File: src/anpg_pkg.sv
/*
  Constants shared by the negotiation page register block: register
  numbers on the management port, field positions and reset values.
  Assumes nothing of its surroundings.
*/
`default_nettype none

package anpg_pkg;

  ////////////////////////////////////////////////////////////////////////
  // Register numbers on the management port.
  localparam logic [4:0] REG_PARTNER_ABILITY = 5'h05;
  localparam logic [4:0] REG_EXPANSION       = 5'h06;
  localparam logic [4:0] REG_OUTGOING_PAGE   = 5'h07;

  ////////////////////////////////////////////////////////////////////////
  // Partner ability register, base page view.
  localparam int BP_MORE_PAGES   = 15;
  localparam int BP_RECEIPT      = 14;
  localparam int BP_FAULT        = 13;
  localparam int BP_CAP_HI       = 12;
  localparam int BP_CAP_LO       = 5;
  localparam int BP_SEL_HI       = 4;
  localparam int BP_SEL_LO       = 0;
  localparam int CAP_TX_FULL     = 8;
  localparam int CAP_TX_HALF     = 7;
  localparam int CAP_T_FULL      = 6;
  localparam int CAP_T_HALF      = 5;
  localparam logic [4:0] SEL_STANDARD = 5'h01;

  ////////////////////////////////////////////////////////////////////////
  // Next page layout, shared by received and outgoing pages.
  localparam int NP_MORE_PAGES   = 15;
  localparam int NP_ACK          = 14;
  localparam int NP_FORMATTED    = 13;
  localparam int NP_COMPLY       = 12;
  localparam int NP_SYNC         = 11;
  localparam int NP_CODE_HI      = 10;
  localparam int NP_CODE_LO      = 0;
  localparam logic [15:0] OUT_WRITABLE_MASK = 16'hB7FF;

  ////////////////////////////////////////////////////////////////////////
  // Expansion register.
  localparam int EXP_PAR_FAULT   = 4;
  localparam int EXP_LP_NP_ABLE  = 3;
  localparam int EXP_NP_ABLE     = 2;
  localparam int EXP_PAGE_RX     = 1;
  localparam int EXP_LP_ANEG     = 0;

  ////////////////////////////////////////////////////////////////////////
  // Values after reset.
  localparam logic [15:0] OUT_PAGE_RESET = 16'h0000;
  localparam logic [15:0] PAGE_RESET     = 16'h0000;
  localparam logic        SYNC_RESET     = 1'b0;

endpackage

`default_nettype wire

File: src/anpg_page_regs.sv
/*
  Negotiation page registers: partner ability (base and next page
  views), expansion with latched flags, and the outgoing next page with
  device-maintained acknowledge and sync bits.
  Assumes a management port that offers one read or write per cycle and
  an arbitration engine that pulses on each received page and on each
  outgoing page it takes. All inputs except rst_in are synchronous to core_clk_in.
*/
// Functional notes
// - Base bit 15: partner wants next pages.
// - Base bit 14: partner received consistent bursts.
// - Base bit 13: partner signals a fault.
// - Base bits 12:5: partner capability bits.
// - Base bits 4:0: partner selector, 00001 standard.
// - Next bit 15: more pages follow.
// - Next bit 14: partner received our word.
// - Next bit 13: message versus unformatted page.
// - Next bit 12: partner can comply.
// - Next bit 11: partner sync bit.
// - Bits 10:0 carry eleven-bit page code.
// - Expansion bit 4 latches; read clears it.
// - Expansion bit 3: partner supports next pages.
// - Expansion bit 2 always reads one.
// - Expansion bit 1 latches on page received.
// - Expansion bit 0: partner can negotiate.
// - Outgoing bit 14 mirrors acknowledge, read-only.
// - Outgoing sync bit inverts each exchanged page.
// - First sync bit inverts base word bit 11.
// - Bits 8..5: TX full, TX, T full, T.
`default_nettype none

module anpg_page_regs
(
  input  wire logic        core_clk_in,           // Core clock, 25 MHz.
  input  wire logic        rst_in,                // Asynchronous reset, active high.
  input  wire logic [4:0]  mgmt_addr_in,          // Management register number.
  input  wire logic        mgmt_rd_in,            // Read strobe, one cycle.
  input  wire logic        mgmt_wr_in,            // Write strobe, one cycle.
  input  wire logic [15:0] mgmt_wdata_in,         // Write data.
  output logic      [15:0] mgmt_rdata_out,        // Read data.
  output logic             mgmt_rvalid_out,       // Read data valid, one cycle.
  input  wire logic        an_restart_in,         // Negotiation restarted, pulse.
  input  wire logic        rx_page_valid_in,      // Page received, pulse.
  input  wire logic [15:0] rx_code_word_in,       // Received link code word.
  input  wire logic        parallel_detect_error_in, // Concurrent link detect, pulse.
  input  wire logic        partner_negotiation_capable_in, // Partner can negotiate.
  input  wire logic        local_base_sync_in,    // Bit 11 of our base code word.
  input  wire logic        tx_ack_in,             // Acknowledge bit of our code word.
  input  wire logic        tx_page_taken_in,      // Outgoing page sent, pulse.
  output logic      [15:0] tx_code_word_out,      // Outgoing next page word.
  output logic             tx_page_ready_out      // New outgoing page written.
);

  logic        base_done_q;
  logic        view_next_q;
  logic        par_fault_q;
  logic        page_rx_q;
  logic        lp_np_able_q;
  logic        sync_q;
  logic [15:0] out_page_q;
  logic        rd_pend_q;
  logic [4:0]  rd_addr_q;
  logic [15:0] exp_snap_q;
  logic [15:0] exp_word;
  logic [15:0] store_rdata;
  logic        rd_exp;
  logic        store_wr_idx;

  assign rd_exp       = mgmt_rd_in && (mgmt_addr_in == anpg_pkg::REG_EXPANSION);
  assign store_wr_idx = base_done_q;

  ////////////////////////////////////////////////////////////////////////
  // Received pages. The word is kept whole, so every base field (more
  // pages, receipt, fault, capability bits 12..5, selector) and every next
  // page field (sync bit, code) reads back in its received position.
  anpg_page_store u_store
  (
    .core_clk_in (core_clk_in),
    .rst_in      (rst_in),
    .wr_en_in    (rx_page_valid_in),
    .wr_idx_in   (store_wr_idx),
    .wr_data_in  (rx_code_word_in),
    .rd_idx_in   (view_next_q),
    .rd_data_out (store_rdata)
  );

  // The first page after a restart is the base page; every later one is a
  // next page. The view switches only once a next page exists, so software
  // never sees an empty next page layout.
  always_ff @(posedge core_clk_in or posedge rst_in)
  begin
    if (rst_in)
    begin
      base_done_q <= 1'b0;
      view_next_q <= 1'b0;
    end
    else if (an_restart_in)
    begin
      base_done_q <= 1'b0;
      view_next_q <= 1'b0;
    end
    else if (rx_page_valid_in)
    begin
      base_done_q <= 1'b1;
      view_next_q <= base_done_q;
    end
  end

  always_ff @(posedge core_clk_in or posedge rst_in)
  begin
    if (rst_in)
    begin
      lp_np_able_q <= 1'b0;
    end
    else if (an_restart_in)
    begin
      lp_np_able_q <= 1'b0;
    end
    else if (rx_page_valid_in && !base_done_q)
    begin
      lp_np_able_q <= rx_code_word_in[anpg_pkg::BP_MORE_PAGES];
    end
  end

  ////////////////////////////////////////////////////////////////////////
  // Latched expansion flags. An event in the cycle of the clearing read
  // wins, so it is reported by the next read rather than lost.
  always_ff @(posedge core_clk_in or posedge rst_in)
  begin
    if (rst_in)
    begin
      par_fault_q <= 1'b0;
    end
    else if (parallel_detect_error_in)
    begin
      par_fault_q <= 1'b1;
    end
    else if (rd_exp)
    begin
      par_fault_q <= 1'b0;
    end
  end

  always_ff @(posedge core_clk_in or posedge rst_in)
  begin
    if (rst_in)
    begin
      page_rx_q <= 1'b0;
    end
    else if (rx_page_valid_in)
    begin
      page_rx_q <= 1'b1;
    end
    else if (rd_exp)
    begin
      page_rx_q <= 1'b0;
    end
  end

  always_comb
  begin
    exp_word                           = 16'h0000;
    exp_word[anpg_pkg::EXP_PAR_FAULT]  = par_fault_q;
    exp_word[anpg_pkg::EXP_LP_NP_ABLE] = lp_np_able_q;
    exp_word[anpg_pkg::EXP_NP_ABLE]    = 1'b1;
    exp_word[anpg_pkg::EXP_PAGE_RX]    = page_rx_q;
    exp_word[anpg_pkg::EXP_LP_ANEG]    = partner_negotiation_capable_in;
  end

  ////////////////////////////////////////////////////////////////////////
  // Outgoing page. Software owns bits 15, 13, 12 and the code field; the
  // acknowledge and sync bits are the device's and ignore writes.
  always_ff @(posedge core_clk_in or posedge rst_in)
  begin
    if (rst_in)
    begin
      out_page_q <= anpg_pkg::OUT_PAGE_RESET;
    end
    else if (mgmt_wr_in && (mgmt_addr_in == anpg_pkg::REG_OUTGOING_PAGE))
    begin
      out_page_q <= mgmt_wdata_in & anpg_pkg::OUT_WRITABLE_MASK;
    end
  end

  always_ff @(posedge core_clk_in or posedge rst_in)
  begin
    if (rst_in)
    begin
      sync_q <= anpg_pkg::SYNC_RESET;
    end
    else if (an_restart_in)
    begin
      sync_q <= anpg_pkg::SYNC_RESET;
    end
    else if (rx_page_valid_in && !base_done_q)
    begin
      sync_q <= ~local_base_sync_in;
    end
    else if (tx_page_taken_in && base_done_q)
    begin
      sync_q <= ~sync_q;
    end
  end

  // A write and a take in the same cycle leave the page pending, since
  // the word just written has not been sent yet.
  always_ff @(posedge core_clk_in or posedge rst_in)
  begin
    if (rst_in)
    begin
      tx_page_ready_out <= 1'b0;
    end
    else if (mgmt_wr_in && (mgmt_addr_in == anpg_pkg::REG_OUTGOING_PAGE))
    begin
      tx_page_ready_out <= 1'b1;
    end
    else if (tx_page_taken_in)
    begin
      tx_page_ready_out <= 1'b0;
    end
  end

  always_ff @(posedge core_clk_in or posedge rst_in)
  begin
    if (rst_in)
    begin
      tx_code_word_out <= anpg_pkg::OUT_PAGE_RESET;
    end
    else
    begin
      tx_code_word_out                       <= out_page_q;
      tx_code_word_out[anpg_pkg::NP_ACK]     <= tx_ack_in;
      tx_code_word_out[anpg_pkg::NP_SYNC]    <= sync_q;
    end
  end

  ////////////////////////////////////////////////////////////////////////
  // Management reads take two cycles: the store and the expansion flags
  // are sampled at the strobe, then the answer is registered.
  always_ff @(posedge core_clk_in or posedge rst_in)
  begin
    if (rst_in)
    begin
      rd_pend_q  <= 1'b0;
      rd_addr_q  <= 5'h00;
      exp_snap_q <= 16'h0000;
    end
    else
    begin
      rd_pend_q  <= mgmt_rd_in;
      rd_addr_q  <= mgmt_addr_in;
      exp_snap_q <= exp_word;
    end
  end

  always_ff @(posedge core_clk_in or posedge rst_in)
  begin
    if (rst_in)
    begin
      mgmt_rdata_out  <= 16'h0000;
      mgmt_rvalid_out <= 1'b0;
    end
    else
    begin
      mgmt_rvalid_out <= rd_pend_q;
      if (!rd_pend_q)
      begin
        mgmt_rdata_out <= 16'h0000;
      end
      else
      begin
        case (rd_addr_q)
          anpg_pkg::REG_PARTNER_ABILITY: mgmt_rdata_out <= store_rdata;
          anpg_pkg::REG_EXPANSION:       mgmt_rdata_out <= exp_snap_q;
          anpg_pkg::REG_OUTGOING_PAGE:   mgmt_rdata_out <= tx_code_word_out;
          default:                       mgmt_rdata_out <= 16'h0000;
        endcase
      end
    end
  end
endmodule

`default_nettype wire

File: src/anpg_page_store.sv
/*
  Two-word store for received link code words: word 0 keeps the base
  page, word 1 the most recent next page. Read data come from a register.
  Assumes one clock and an asynchronous active-high reset.
*/
`default_nettype none

module anpg_page_store
(
  input  wire logic        core_clk_in,    // Core clock.
  input  wire logic        rst_in,         // Asynchronous reset, active high.
  input  wire logic        wr_en_in,       // Write strobe.
  input  wire logic        wr_idx_in,      // Word written.
  input  wire logic [15:0] wr_data_in,     // Word to store.
  input  wire logic        rd_idx_in,      // Word read.
  output logic      [15:0] rd_data_out     // Registered read word.
);

  logic [15:0] mem_q [2];

  ////////////////////////////////////////////////////////////////////////
  always_ff @(posedge core_clk_in or posedge rst_in)
  begin
    if (rst_in)
    begin
      mem_q[0] <= anpg_pkg::PAGE_RESET;
      mem_q[1] <= anpg_pkg::PAGE_RESET;
    end
    else if (wr_en_in)
    begin
      mem_q[wr_idx_in] <= wr_data_in;
    end
  end

  // The read is registered so that a write in the same cycle is seen one
  // cycle later, never half-updated.
  always_ff @(posedge core_clk_in or posedge rst_in)
  begin
    if (rst_in)
    begin
      rd_data_out <= anpg_pkg::PAGE_RESET;
    end
    else
    begin
      rd_data_out <= mem_q[rd_idx_in];
    end
  end

endmodule

`default_nettype wire

File: config.mk
export PLATFORM = sky130hd
export DESIGN_NAME = anpg_page_regs
export DESIGN_NICKNAME = d
export VERILOG_FILES = /design/src/anpg_pkg.sv /design/src/anpg_page_regs.sv /design/src/anpg_page_store.sv
export SDC_FILE = /design/constraint.sdc
export NUM_CORES = 1
export LEC_CHECK = 0
export ABC_AREA = 1
export CAP_MARGIN = 10
export CELL_PAD_IN_SITES_DETAIL_PLACEMENT = 0
export CELL_PAD_IN_SITES_GLOBAL_PLACEMENT = 2
export CORE_ASPECT_RATIO = 1.1
export CORE_UTILIZATION = 38
export CTS_CLUSTER_SIZE = 14
export DETAILED_ROUTE_END_ITERATION = 6
export DONT_BUFFER_PORTS = 1
export MAX_ROUTING_LAYER = met4
export PLACE_DENSITY = 0.8
export SETUP_SLACK_MARGIN = 0.1
export SYNTH_ARGS = -nofsm -noshare
export SYNTH_HDL_FRONTEND = slang
export SYNTH_SLANG_ARGS = --single-unit
File: constraint.sdc
create_clock -name core_clk_in -period 4.9 [get_ports core_clk_in]
set_clock_uncertainty 0.1 [all_clocks]
set_input_delay 0.98 -clock core_clk_in [delete_from_list [all_inputs] [get_ports core_clk_in]]
set_output_delay 0.98 -clock core_clk_in [all_outputs]
set_load 0.005 [all_outputs]
Word level (Yosys, flattened, before mapping):

Cells that the tools add are included.

* register bits after elaboration: 113
* bits of input ports: 48
* output and inout bits: 34
* logic and storage cells: 63

* magnitude comparators: 3
* eq/ne operators: 5
* multiplexer cells: 22
* bitwise gates (word level): 4
* reductions and logical operators: 12

Operators by type and width (count)
* $mux W16: 5
* $pmux W16 S3: 1
* $bwmux W32: 1
* $eq A5 B3 Y1 const B: 5
* $demux W16 S1: 1
* $mux W1: 14
* $reduce_bool A2 Y1: 5
* $logic_and A1 B1 Y1: 5
* $ge A2 B2 Y1 const B: 2
* $not A1 Y2: 2
* $reduce_bool A3 Y1: 1
* $lt A2 B1 Y1 const B: 1
* $not A1 Y1: 2
* $logic_not A1 Y1: 1

Depth between registers and ports, before layout:

* depth after elaboration: 6
* depth in mapped cells: 7
* gate-level depth less buffers: 7

Modules after synthesis:

A second synthesis with hierarchy kept.

* cell total of the unflattened synthesis: 429
* area, all modules: 4297.9 um^2

By module, submodules not included
* anpg_page_regs: instances 1, cells an instance 221, area each 2322.2 um^2, sequential area each 1626.6 um^2
* anpg_page_store: instances 1, cells an instance 208, area each 1975.6 um^2, sequential area each 1201.2 um^2

Worst setup path after synthesis:

Ideal clock, no wire load.

* path type: input to register
* from: input port mgmt_addr_in[2]
* to: register out_page_q[0]
* setup time: 0.130 ns
* arrival: 1.634 ns
* required time: 4.670 ns
* path slack: 3.036 ns
* stages on the path: 7
* buffers on the path: 2
* cell sequence: inv_1 > nor2_1 > nand4_1 > buf_2 > buf_2 > nand2_1 > o21ai_0

* cells in the longest elaborated chain, start to end: 2

Ends and longest elaborated chain
* from (decl): RTL line anpg_page_regs.sv:36 `input wire logic [4:0] mgmt_addr_in,`
* $eq A5 B3 Y1: RTL line anpg_page_regs.sv:179 `else if (mgmt_wr_in && (mgmt_addr_in == anpg_pkg::REG_OUTGOING_PAGE))`
* $logic_and A1 B1 Y1: RTL line anpg_page_regs.sv:179
* to (signal assigned): RTL line anpg_page_regs.sv:177 `out_page_q <= anpg_pkg::OUT_PAGE_RESET;`
* to (signal assigned): RTL line anpg_page_regs.sv:181 `out_page_q <= mgmt_wdata_in & anpg_pkg::OUT_WRITABLE_MASK;`
* to (decl): RTL line anpg_page_regs.sv:60 `logic [15:0] out_page_q;`

Every way passes these cells.
A chain may end at the register's enable or synchronous reset.

Final worst setup path:

* from: input port rx_page_valid_in
* to: register sync_q

* cells in the longest elaborated chain, start to end: 3
* elaborated cells between the ends (all ways): 4
* those cells by class: mux: 2; reduce/logical: 2

Ends and longest elaborated chain
* from (decl): RTL line anpg_page_regs.sv:43 `input wire logic rx_page_valid_in,`
* $logic_and A1 B1 Y1 *: RTL line anpg_page_regs.sv:195 `else if (rx_page_valid_in && !base_done_q)`
* $mux W1: RTL line anpg_page_regs.sv:195
* $mux W1: RTL line anpg_page_regs.sv:191 `else if (an_restart_in)`
* to (signal assigned): RTL line anpg_page_regs.sv:189 `sync_q <= anpg_pkg::SYNC_RESET;`
* to (signal assigned): RTL line anpg_page_regs.sv:193 `sync_q <= anpg_pkg::SYNC_RESET;`
* to (signal assigned): RTL line anpg_page_regs.sv:197 `sync_q <= ~local_base_sync_in;`
* to (decl): RTL line anpg_page_regs.sv:59 `logic sync_q;`

Mark *: on every way between the ends. The rest lies on a longest branch, timed or not.

==> impl_summary.log <==
INFO  metric outcome = completed
INFO  metric drive_gt1_share = 9.03%
INFO  metric slew_viol_final = 0
INFO  metric crit_path_end_kind = flip-flop
INFO  metric total_of_flip_flops_plus_latches_after_synthesis = approximately 110
INFO  metric boundaryPins = 82
INFO  metric number_of_clock_sinks_seen_by_cts = 113
INFO  metric dr.first_iter.drc_count = 181
INFO  metric dieArea = 0.0112 mm^2
INFO  metric post-synth-top-area-cell = dfrtp_1
INFO  metric post-cts-setup-buffers = 0
INFO  metric grtUsageTotal = between 10% and 20%
INFO  metric path_class = in2reg
INFO  metric drc = 0
INFO  metric average_cell_area_after_synthesis = between 10 and 15 um^2
INFO  metric floorplan.initialDensity = about two fifths
INFO  metric synthCells = around 400
INFO  metric die-height = about 110 um
INFO  metric port_buffers = 0
INFO  metric antenna_found_initial = 0
INFO  metric worstPathArrival = 2170 ps
INFO  metric htree_levels = 4
INFO  metric dpl.hpwl = 5.31 mm
INFO  metric ys_flop_type = dfrtp_1
INFO  metric route.antenna.remaining_nets = 0
INFO  metric max_cap_viols = 0
INFO  metric grt_start_max_net_pins = between 70 and 80
INFO  metric yosys_warnings = 0
INFO  metric core_area = 0.0104 mm^2
INFO  metric grt_setup_unrepaired = false
INFO  metric clk_pin_slew_worst_paths = around 50 ps
INFO  metric path_max_fanout = 33
INFO  metric routabilityCongestion = roughly 0.74
INFO  metric diodes = 0
INFO  metric power.density_cell_area = roughly 500 mW/mm^2
INFO  metric filler_cell_count = 1004
INFO  metric cellLeakagePower = 0.00240 uW
INFO  metric sequential_share_of_the_synthesized_area = 69.3%
INFO  metric clock_insertion_delay_worst_skew = ~400 ps
INFO  metric layout_common_cells = nand2_1 (123), dfrtp_1 (113), o21ai_0 (48)
INFO  metric cts-resized-gates = 0
INFO  metric sum_of_negative_setup_slack = 0 ps
INFO  metric post_synth_main_area_contributors = dfrtp_1 (69%), nand2_1 (11%), o21ai_0 (5.9%), inv_1 (4.3%), nand3_1 (2.7%)
INFO  metric slew_headroom = 30.7%
INFO  metric yosys.cell_types.count = 18
INFO  metric cts_root_buf = clkbuf_16
INFO  metric grt_pass1_vias = 2680
INFO  metric holdWs = roughly 270 ps
INFO  metric drt_wl_total = slightly above 8 mm
INFO  metric timing.final.hold_violations = 0
INFO  metric crit_required = 5080 ps
INFO  metric post_drt_via_cell_ratio = 4.61
INFO  metric min_period_over_period = a little over 40%
INFO  metric detailedRoute.firstPassIterationCount = 4
INFO  metric setup.worst_path.start_class = primary input
INFO  metric post_drt_wl_per_cell = 14.3 um
INFO  metric min-delay-path-class = reg2reg
INFO  metric via_count = 2601
INFO  metric areaGrowthSynthToFinish = 17.0%
INFO  metric placementRows = 39
INFO  metric fmax = ~500 MHz
INFO  metric post_syn_nets = roughly 450
INFO  metric syn_area = 0.00408 mm^2
INFO  metric design.final.nets = between 400 and 500
INFO  metric clock_tree_from_tritoncts = yes
INFO  metric setup_viol = 0
INFO  metric numCtsBuffers = 17
INFO  metric ctsHoldBuffers = 0
INFO  metric synth-async-reset-ratio = 100%
INFO  metric mostFrequentLayoutCell = nand2_1
INFO  metric vdd_drop_max = ~0.23 mV
INFO  metric tightest_slew = roughly 1000 ps
INFO  metric clock_tree.buffer_depth = 2
INFO  metric die_w = slightly above 100 um
INFO  metric min_period = 1990 ps
INFO  metric global_route_wire_length_before_repair = 13.5 mm
INFO  metric post-synth-top-area-fraction = 69.3%
INFO  metric number_of_synthesized_flops_with_an_enable_pin = 0
INFO  metric grt_overflow = 0
cell usage after synthesis, types with 5 or more instances:
library cell    n
nand2_1       123
dfrtp_1       113
o21ai_0        48
inv_1          47
nand3_1        22
a21oi_1        15
clkbuf_1       10
nand4_1         7
nor2_1          6
buf_2           5
through the flow:
step                utilization, %  total power [uW]  cells  area [um^2]  setup WS [ps]
floorplan                        -              1210    404         4080            833
global placement              40.4              1250    532         4200           2160
detailed placement            40.4              1260    532         4200           2100
CTS                           45.8              2410    563         4760           2510
global route                  45.9              2510    564         4770           2660
finish                        45.9              2380    564         4770           2910
power breakdown:
part,switching (uW),internal (uW),leakage (uW)
Clock,395,747,0.000280
Sequential,66.5,1050,0.00142
Combinational,83.4,41.7,0.000698
Total,545,1840,0.00240
final timing paths:
kind | startpoint | end | slack, ps | cells after the start
min in group asynchronous | rst_in | rd_addr_q[4] | 560 | 1
max | rx_page_valid_in | sync_q | 2910 | 4
min | out_page_q[4] | tx_code_word_out[4] | 270 | 0
min reg2reg | out_page_q[4] | tx_code_word_out[4] | 270 | 0
max in group asynchronous | rst_in | mgmt_rdata_out[12] | 3100 | 2
max reg2reg | base_done_q | sync_q | 3010 | 5
layout make-up:
| class | instances | area (um^2) | share of cell area [%] |
|---|---|---|---|
| Inverter | 48 | 183 | 3.83 |
| Timing Repair Buffer | 2 | 22.5 | 0.472 |
| Clock inverter | 13 | 120 | 2.52 |
| Tap cell | 143 | 179 | 3.75 |
| Sequential cell | 113 | 2830 | 59.2 |
| Clock buffer | 18 | 439 | 9.20 |
| Multi-Input combinational cell | 227 | 1000 | 21.0 |
cell families after synthesis:
group	Yosys count	synth area share, %
flops	113	69.3
other cells	1	0.0919
compound gates	64	7.91
mux	1	0.276
buf+inv	64	6.13
simple gates	161	16.3
routing by layer:
layer	global-route usage, %	share of wire (%)
met2	23.4	44
met5	-	0
met1	22.1	48
met3	6.18	6.2
met4	7.83	1.1
flip-flops by register name, summed over array words and instances, names as in the netlist, 5 cells and up:
name,cells
u_store.rd_data_out,16
rd_addr_q,5
tx_code_word_out,16
out_page_q,14
u_store.mem_q,32
mgmt_rdata_out,16
exp_snap_q,5
critical path: stages:
cell and delay [ps]:
nand2_1 730, nand2_1 160, a21oi_1 210, o21ai_0 90
Note: power is estimated with default switching activity, not from simulation.
